--- src/cwu_pkg.sv ---
// package: register map, field positions and reset values of the waveform unit
package cwu_pkg;
  localparam logic [3:0] ADDR_CTRL0      = 4'h0;
  localparam logic [3:0] ADDR_CTRL1      = 4'h4;
  localparam logic [3:0] ADDR_DEADRISE   = 4'h8;
  localparam logic [3:0] ADDR_DEADFALL   = 4'hc;
  localparam logic [3:0] ADDR_OVERRIDE   = 4'h0 + 4'h0;
  localparam int         C0_EN           = 7;
  localparam int         C0_OEB          = 6;
  localparam int         C0_OEA          = 5;
  localparam int         C0_POLB         = 4;
  localparam int         C0_POLA         = 3;
  localparam int         C0_CS           = 0;
  localparam int         C1_OVR_SEL_A    = 7;
  localparam int         C1_OVR_SEL_B    = 6;
  localparam int         C1_OVR_LVL_A    = 5;
  localparam int         C1_OVR_LVL_B    = 4;
  localparam int         C1_IS_LSB       = 0;
  localparam int         DB_WIDTH        = 6;
  localparam int         SRC_COUNT       = 6;
  localparam logic [7:0] CTRL0_RESET     = 8'h00;
  localparam logic [7:0] CTRL1_RESET     = 8'h00;
  localparam logic [5:0] DB_RESET        = 6'h00;
  localparam int         FAST_OSC_MHZ    = 16;
  localparam logic [1:0] RESP_OKAY       = 2'h0;
  localparam logic [1:0] RESP_SLVERR     = 2'h2;
endpackage : cwu_pkg

--- src/cwu_deadband.sv ---
// dead-band counter: delays the rising edge of one drive by a programmed count
module cwu_deadband #(
  parameter int W = 6
) (
  input  wire logic         aclk,
  input  wire logic         aresetn,
  input  wire logic         tick,
  input  wire logic         clear,
  input  wire logic         in_level,
  input  wire logic [W-1:0] delay,
  output logic              out_level
);
  typedef struct packed {
    logic [W-1:0] cnt;
    logic         out;
  } cwu_db_state_t;

  cwu_db_state_t s_q;
  cwu_db_state_t s_d;

  always_comb begin
    s_d = s_q;
    if (clear || !in_level) begin
      s_d.out = 1'b0;
      s_d.cnt = '0;
    end else if (!s_q.out && tick) begin
      if (s_q.cnt >= delay) begin
        s_d.out = 1'b1;
      end else begin
        s_d.cnt = s_q.cnt + 1'b1;
      end
    end
  end

  always_ff @(posedge aclk) begin
    if (!aresetn) begin
      s_q <= '0;
    end else begin
      s_q <= s_d;
    end
  end

  assign out_level = s_q.out;
endmodule : cwu_deadband

--- src/cwu_front_end.sv ---
// complementary waveform unit front end with axi4-lite register slave
// Notes on behaviour
// - working clock is system clock or 16 MHz fast oscillator, one select bit.
// - one input chosen by three-bit selector among six sources.
// - right after enable, both dead-band stages are cleared, so waveforms a and b start low.
// - each pin has its own enable; clear enable releases the pin.
// - enabled pin gets override level or generated waveform per priority select.
// - with module enable clear, output enables and drive levels have no effect.
// - per-output polarity bit: set is active-high, clear is active-low.
// - override levels pass to pins unchanged, ignoring polarity.
// - two complementary outputs with dead time before each off-to-on edge.
// - dead band timed by independent six-bit rising and falling counters.
module cwu_front_end (
  input  wire logic        aclk,
  input  wire logic        aresetn,
  input  wire logic        fast_internal_oscillator,
  input  wire logic        pulse_source_one_out,
  input  wire logic        pulse_source_two_out,
  input  wire logic        pulse_source_three_out,
  input  wire logic        pulse_source_four_out,
  input  wire logic        numeric_oscillator_out,
  input  wire logic        logic_cell_out,
  output logic             drive_output_a,
  output logic             drive_output_a_oe_n,
  output logic             drive_output_b,
  output logic             drive_output_b_oe_n,
  input  wire logic [3:0]  s_axi_awaddr,
  input  wire logic        s_axi_awvalid,
  output logic             s_axi_awready,
  input  wire logic [31:0] s_axi_wdata,
  input  wire logic [3:0]  s_axi_wstrb,
  input  wire logic        s_axi_wvalid,
  output logic             s_axi_wready,
  output logic [1:0]       s_axi_bresp,
  output logic             s_axi_bvalid,
  input  wire logic        s_axi_bready,
  input  wire logic [3:0]  s_axi_araddr,
  input  wire logic        s_axi_arvalid,
  output logic             s_axi_arready,
  output logic [31:0]      s_axi_rdata,
  output logic [1:0]       s_axi_rresp,
  output logic             s_axi_rvalid,
  input  wire logic        s_axi_rready
);
  typedef struct packed {
    logic [7:0]  ctrl0;
    logic [7:0]  ctrl1;
    logic [5:0]  db_rise;
    logic [5:0]  db_fall;
    logic        aw_got;
    logic [3:0]  aw_addr;
    logic        w_got;
    logic [31:0] w_data;
    logic [3:0]  w_strb;
    logic        bvalid;
    logic [1:0]  bresp;
    logic        rvalid;
    logic [31:0] rdata;
    logic [1:0]  rresp;
    logic        awready;
    logic        wready;
    logic        arready;
    logic [6:0]  src_s1;
    logic [6:0]  src_s2;
    logic [2:0]  osc_hist;
    logic        en_prev;
    logic        out_a;
    logic        out_a_oe_n;
    logic        out_b;
    logic        out_b_oe_n;
  } cwu_state_t;

  cwu_state_t s_q;
  cwu_state_t s_d;
  logic       tick;
  logic       clear_db;
  logic       sel_in;
  logic       wave_a;
  logic       wave_b;

  function automatic logic reg_mapped(input logic [3:0] a);
    reg_mapped = (a == cwu_pkg::ADDR_CTRL0) || (a == cwu_pkg::ADDR_CTRL1) ||
                 (a == cwu_pkg::ADDR_DEADRISE) || (a == cwu_pkg::ADDR_DEADFALL);
  endfunction : reg_mapped

  function automatic logic src_pick(input logic [2:0] sel, input logic [5:0] src);
    src_pick = (sel < 3'(cwu_pkg::SRC_COUNT)) ? src[sel] : 1'b0;
  endfunction : src_pick

  function automatic logic [7:0] strb_write(input logic [7:0] old, input logic [31:0] d,
                                            input logic [3:0] st);
    strb_write = st[0] ? d[7:0] : old;
  endfunction : strb_write

  function automatic logic pin_drive(input logic ovr_sel, input logic ovr_lvl,
                                     input logic pol, input logic wave);
    if (ovr_sel) begin
      pin_drive = ovr_lvl;
    end else begin
      pin_drive = pol ? wave : ~wave;
    end
  endfunction : pin_drive

  // dead-band tick: system clock, or rising edge of the synchronised fast oscillator
  assign tick = s_q.ctrl0[cwu_pkg::C0_CS] ? (s_q.osc_hist[1] & ~s_q.osc_hist[2])
                                           : 1'b1;
  assign sel_in = src_pick(s_q.ctrl1[cwu_pkg::C1_IS_LSB +: 3], s_q.src_s2[5:0]);
  assign clear_db = !s_q.ctrl0[cwu_pkg::C0_EN] || !s_q.en_prev;

  cwu_deadband #(
    .W (cwu_pkg::DB_WIDTH)
  ) u_rise (
    .aclk      (aclk),
    .aresetn   (aresetn),
    .tick      (tick),
    .clear     (clear_db),
    .in_level  (sel_in),
    .delay     (s_q.db_rise),
    .out_level (wave_a)
  );

  cwu_deadband #(
    .W (cwu_pkg::DB_WIDTH)
  ) u_fall (
    .aclk      (aclk),
    .aresetn   (aresetn),
    .tick      (tick),
    .clear     (clear_db),
    .in_level  (~sel_in),
    .delay     (s_q.db_fall),
    .out_level (wave_b)
  );

  always_comb begin
    s_d = s_q;
    // two-flop synchronisers for pins from other domains
    s_d.src_s1 = {fast_internal_oscillator, logic_cell_out, numeric_oscillator_out,
                  pulse_source_four_out, pulse_source_three_out, pulse_source_two_out,
                  pulse_source_one_out};
    s_d.src_s2 = s_q.src_s1;
    s_d.osc_hist = {s_q.osc_hist[1:0], s_q.src_s2[6]};
    s_d.en_prev = s_q.ctrl0[cwu_pkg::C0_EN];

    // write channel
    if (!s_q.aw_got && s_axi_awvalid) begin
      s_d.aw_got = 1'b1;
      s_d.aw_addr = s_axi_awaddr;
    end
    if (!s_q.w_got && s_axi_wvalid) begin
      s_d.w_got = 1'b1;
      s_d.w_data = s_axi_wdata;
      s_d.w_strb = s_axi_wstrb;
    end
    if (s_q.aw_got && s_q.w_got && !s_q.bvalid) begin
      s_d.aw_got = 1'b0;
      s_d.w_got = 1'b0;
      s_d.bvalid = 1'b1;
      s_d.bresp = reg_mapped(s_q.aw_addr) ? cwu_pkg::RESP_OKAY : cwu_pkg::RESP_SLVERR;
      case (s_q.aw_addr)
        cwu_pkg::ADDR_CTRL0: s_d.ctrl0 = strb_write(s_q.ctrl0, s_q.w_data, s_q.w_strb);
        cwu_pkg::ADDR_CTRL1: s_d.ctrl1 = strb_write(s_q.ctrl1, s_q.w_data, s_q.w_strb);
        cwu_pkg::ADDR_DEADRISE: begin
          if (s_q.w_strb[0]) begin
            s_d.db_rise = s_q.w_data[5:0];
          end
        end
        cwu_pkg::ADDR_DEADFALL: begin
          if (s_q.w_strb[0]) begin
            s_d.db_fall = s_q.w_data[5:0];
          end
        end
        default: begin
        end
      endcase
    end
    if (s_q.bvalid && s_axi_bready) begin
      s_d.bvalid = 1'b0;
    end

    // read channel
    if (!s_q.rvalid && s_axi_arvalid) begin
      s_d.rvalid = 1'b1;
      s_d.rresp = reg_mapped(s_axi_araddr) ? cwu_pkg::RESP_OKAY : cwu_pkg::RESP_SLVERR;
      case (s_axi_araddr)
        cwu_pkg::ADDR_CTRL0:    s_d.rdata = {24'h000000, s_q.ctrl0};
        cwu_pkg::ADDR_CTRL1:    s_d.rdata = {24'h000000, s_q.ctrl1};
        cwu_pkg::ADDR_DEADRISE: s_d.rdata = {26'h0, s_q.db_rise};
        cwu_pkg::ADDR_DEADFALL: s_d.rdata = {26'h0, s_q.db_fall};
        default:                s_d.rdata = 32'h00000000;
      endcase
      // live state of the drives in bits 9:8 of the control-one readback
      if (s_axi_araddr == cwu_pkg::ADDR_CTRL1) begin
        s_d.rdata[9:8] = {s_q.out_b, s_q.out_a};
      end
    end else if (s_q.rvalid && s_axi_rready) begin
      s_d.rvalid = 1'b0;
    end

    // ready flags kept in flops so the bus outputs come straight from registers
    s_d.awready = !s_d.aw_got;
    s_d.wready = !s_d.w_got;
    s_d.arready = !s_d.rvalid;

    // output stage
    if (!s_q.ctrl0[cwu_pkg::C0_EN]) begin
      s_d.out_a_oe_n = 1'b1;
      s_d.out_b_oe_n = 1'b1;
      s_d.out_a = 1'b0;
      s_d.out_b = 1'b0;
    end else begin
      s_d.out_a_oe_n = !s_q.ctrl0[cwu_pkg::C0_OEA];
      s_d.out_b_oe_n = !s_q.ctrl0[cwu_pkg::C0_OEB];
      s_d.out_a = pin_drive(s_q.ctrl1[cwu_pkg::C1_OVR_SEL_A], s_q.ctrl1[cwu_pkg::C1_OVR_LVL_A],
                            s_q.ctrl0[cwu_pkg::C0_POLA], wave_a);
      s_d.out_b = pin_drive(s_q.ctrl1[cwu_pkg::C1_OVR_SEL_B], s_q.ctrl1[cwu_pkg::C1_OVR_LVL_B],
                            s_q.ctrl0[cwu_pkg::C0_POLB], wave_b);
    end
  end

  always_ff @(posedge aclk) begin
    if (!aresetn) begin
      s_q.ctrl0      <= cwu_pkg::CTRL0_RESET;
      s_q.ctrl1      <= cwu_pkg::CTRL1_RESET;
      s_q.db_rise    <= cwu_pkg::DB_RESET;
      s_q.db_fall    <= cwu_pkg::DB_RESET;
      s_q.aw_got     <= 1'b0;
      s_q.aw_addr    <= 4'h0;
      s_q.w_got      <= 1'b0;
      s_q.w_data     <= 32'h00000000;
      s_q.w_strb     <= 4'h0;
      s_q.bvalid     <= 1'b0;
      s_q.bresp      <= cwu_pkg::RESP_OKAY;
      s_q.rvalid     <= 1'b0;
      s_q.rdata      <= 32'h00000000;
      s_q.rresp      <= cwu_pkg::RESP_OKAY;
      s_q.awready    <= 1'b1;
      s_q.wready     <= 1'b1;
      s_q.arready    <= 1'b1;
      s_q.src_s1     <= 7'h00;
      s_q.src_s2     <= 7'h00;
      s_q.osc_hist   <= 3'h0;
      s_q.en_prev    <= 1'b0;
      s_q.out_a      <= 1'b0;
      s_q.out_a_oe_n <= 1'b1;
      s_q.out_b      <= 1'b0;
      s_q.out_b_oe_n <= 1'b1;
    end else begin
      s_q <= s_d;
    end
  end

  assign drive_output_a      = s_q.out_a;
  assign drive_output_a_oe_n = s_q.out_a_oe_n;
  assign drive_output_b      = s_q.out_b;
  assign drive_output_b_oe_n = s_q.out_b_oe_n;
  assign s_axi_awready       = s_q.awready;
  assign s_axi_wready        = s_q.wready;
  assign s_axi_bvalid        = s_q.bvalid;
  assign s_axi_bresp         = s_q.bresp;
  assign s_axi_arready       = s_q.arready;
  assign s_axi_rvalid        = s_q.rvalid;
  assign s_axi_rdata         = s_q.rdata;
  assign s_axi_rresp         = s_q.rresp;
endmodule : cwu_front_end

--- config.mk ---
export PLATFORM = sky130hd
export DESIGN_NAME = cwu_front_end
export DESIGN_NICKNAME = d
export VERILOG_FILES = /design/src/cwu_pkg.sv /design/src/cwu_deadband.sv /design/src/cwu_front_end.sv
export SDC_FILE = /design/constraint.sdc
export NUM_CORES = 1
export LEC_CHECK = 0
export ABC_CLOCK_PERIOD_IN_PS = 2400
export BUFFER_PORTS_ARGS = -buffer_cell sky130_fd_sc_hd__buf_2
export CELL_PAD_IN_SITES_DETAIL_PLACEMENT = 1
export CELL_PAD_IN_SITES_GLOBAL_PLACEMENT = 2
export CORE_ASPECT_RATIO = 1.75
export CORE_MARGIN = 4
export CORE_UTILIZATION = 32
export DETAILED_ROUTE_END_ITERATION = 16
export PLACE_DENSITY = 0.77
export SYNTH_ARGS = -nofsm -noshare
export SYNTH_HDL_FRONTEND = slang
export SYNTH_SLANG_ARGS = --single-unit
export TNS_END_PERCENT = 10
--- constraint.sdc ---
create_clock -name aclk -period 2.4 [get_ports aclk]
set_input_delay 0.12 -clock aclk [delete_from_list [all_inputs] [get_ports aclk]]
set_output_delay 0.12 -clock aclk [all_outputs]
set_load 0.005 [all_outputs]
==> impl_metrics.yaml <==
clock_tree:
  ctsRootBufferMaster: "clkbuf_16"
  h-tree-depth: 3
  cts_buffers: 9
  cts.sinks: 96
  clock_path_buffers: 2
  cts_tree: "built"
  path_clk_slew_ns: 0.07
  insertion_delay_ns: 0.34
  cts_resized: 0
logic_synthesis:
  synth.area.top_cells: "dfxtp_1 44%, mux2i_1 9.5%, buf_4 6.2%, nand2_1 4.3%, nor2b_1 4.3%"
  synth.most_common_cell: "dfxtp_1"
  ys_seq_area_frac: 0.444
  yosys_warnings: 0
  synthArstFlopShare: 0
  synth-seq-cells: 96
  synth.distinct_cells: 44
  syn_area_um2: 4330
  syn_inst: 454
  yosys-top-cells-count: "96 x dfxtp_1, 50 x nand2_1, 41 x mux2i_1"
  netlist.area_leader.share: 0.444
  avgSynthCellArea_um2: 9.54
  synth_edf_count: 0
  yosys_most_used_dff: "dfxtp_1"
  synth.largest_area_cell: "dfxtp_1"
pwr:
  seq_power_share: 0.517
  power.internal_mw: 2.45
  power_density_nw_per_um2: 656
  ir_worst_vdd_uv: 326
  pwr-share-comb: 0.057
  switching_share: 0.240
  p_sw_mw: 0.774
  p_leak_nw: 2.19
  total_power_mw: 3.23
  clkPwrFrac: 0.426
sta:
  min_period_over_period: 0.879
  skew_ns: 0.00508
  setup_tns_ns: 0
  period_needed_ns: 2.11
  finalSetupViolCount: 0
  tightest_slew_ns: 0.673
  max_freq_mhz: 474
  slew_violations: 0
  final_hold_viol_count: 0
  relSlewSlack: 0.549
  setup_ws_ns: 0.289
  rsz0062_at_grt: "false"
critical_path:
  path_class: "reg -> reg"
  cp_num_buf_inv: 1
  crit_path_max_fanout: 8
  slowest_stage: "or3_1"
  end_kind: "flop"
  cp_top_family: "compound AO/OA/AOI/OAI gates"
  cp_cell_sequence: "inv_1 -> ha_1 -> a211o_1 -> a221oi_2 -> o21ai_1 -> or3_1 -> a21oi_2"
  start_kind: "flop"
  worstPathArrival_ns: 2.38
  critical_path.max_stage_delay_ns: 0.43
  worstPathRequired_ns: 2.67
cells_and_area:
  drive_gt1_frac: 0.168
  final_util: 0.369
  fin_nets: 566
  syn2layout_area_growth_pct: 13.6
  fillers: 1591
  n_antenna_cell: 0
routing:
  viasPerCell: 4.69
  ant_nets: 0
  dr.pass1.iters: 4
  routed_wl_um: 10200
  drt_iter0_drc: 114
  drc: 0
  vias: 3157
  wl_per_cell_um: 15.1
status:
  status: "completed"
global_route:
  grt-ovfl-total: 0
  grt_pass1_vias: 3346
  antenna_found_initial: 0
  grt_usage: 0.142
  grt_pass1_wl_um: 16900
  grt_max_degree: 74
floorplan:
  ios: 103
  die_y_um: 162
  die_area_um2: 15500
  core_area_um2: 13300
  placementRows: 56
  start_util: 0.325
  die_x_um: 95.9
placement:
  dp_hpwl_um: 7900
  place_ws_ns: 0.286
  io_buffers: 51
  gp_congestion: 0.751
run:
  drv_cap: 0
hold_path:
  hp-class: "in -> reg"
cell type report:
class | count | area [µm²] | area share
inverter | 16 | 60.1 | 0.0122
sequential | 96 | 1920 | 0.391
clock inverter | 7 | 61.3 | 0.0125
clock buffer | 9 | 225 | 0.0458
multi-input combinational | 310 | 2080 | 0.424
timing repair buffer | 61 | 348 | 0.0707
tap | 174 | 218 | 0.0443
layout by cell type (no fill, tap or decap), types with 11 or more instances in the layout:
master and instances:
a21boi_0 12, a21oi_1 11, and2_1 20, buf_2 51, conb_1 24, dfxtp_1 96, ha_1 14, inv_1 16
mux2i_1 41, nand2_1 50, nor2_1 13, nor2b_1 30
registers in the layout, indices dropped and copies added, names as in the netlist, 6 cells and up:
signal	count
s_d	11
u_fall.s_q	6
s_q	50
s_axi_rdata	10
u_rise.s_q	6
cell families after synthesis:
logic type	share of synthesized area
simple gates	0.186
flops	0.444
buf+inv	0.0951
compound gates	0.122
mux	0.100
fa+ha+maj	0.0405
xor+xnor	0.0121
other cells	0.000866
per-layer routing:
layer / vias to the layer above / GRT usage / part of all wire
met5: - / 0 / 0
met4: 0 / 0.0440 / 0.018
met3: 11 / 0.0306 / 0.026
met2: 49 / 0.284 / 0.60
met1: 1537 / 0.136 / 0.35
li1: 1560 / - / -
power groups by stage:
stage / sequential (mW) / combinational [mW] / clock (mW)
6_report: 1.67 / 0.184 / 1.37
5_1_grt: 1.68 / 0.209 / 1.49
4_1_cts: 1.67 / 0.187 / 1.42
3_5_place_dp: 1.71 / 0.178 / 0
3_3_place_gp: 1.71 / 0.173 / 0
2_1_floorplan: 1.69 / 0.155 / 0
final timing paths:
check	to	start	cells past startpoint	slack [ns]
worst max-delay path	u_fall.s_q[6]	s_q[110]	7	0.29
worst min-delay path	s_q[63]	s_axi_wstrb[0]	3	0.02
worst max register to register	u_fall.s_q[6]	s_q[110]	7	0.29
worst min register to register	drive_output_b_oe_n	s_q[131]	1	0.43
stage by stage:
stage / cell area (µm²) / hold WS (ns) / std cells
final: 4920 / 0.0245 / 673
after global routing: 4920 / 0.0271 / 673
after CTS: 4920 / 0.0157 / 673
after detailed placement: 4560 / 0.331 / 650
after global placement: 4560 / 0.327 / 650
after floorplan: 4420 / 0.247 / 477
worst reg2reg max path, delay by kind of cell, from the launching register on:
kind / cells / cell delay [ns]
adder cells (fa/ha/maj): 1 / 0.32
flip-flops: 1 / 0.36
buffers and inverters: 1 / 0.06
AND/OR/NAND/NOR: 1 / 0.43
AO/OA/AOI/OAI: 4 / 0.88
timing repair:
action / in CTS / in global routing
hold buffers: 7 / 0
setup buffers: 0 / 0
endpoints found under the hold margin: 7 / 0
Power figures use the tool's default switching activity.
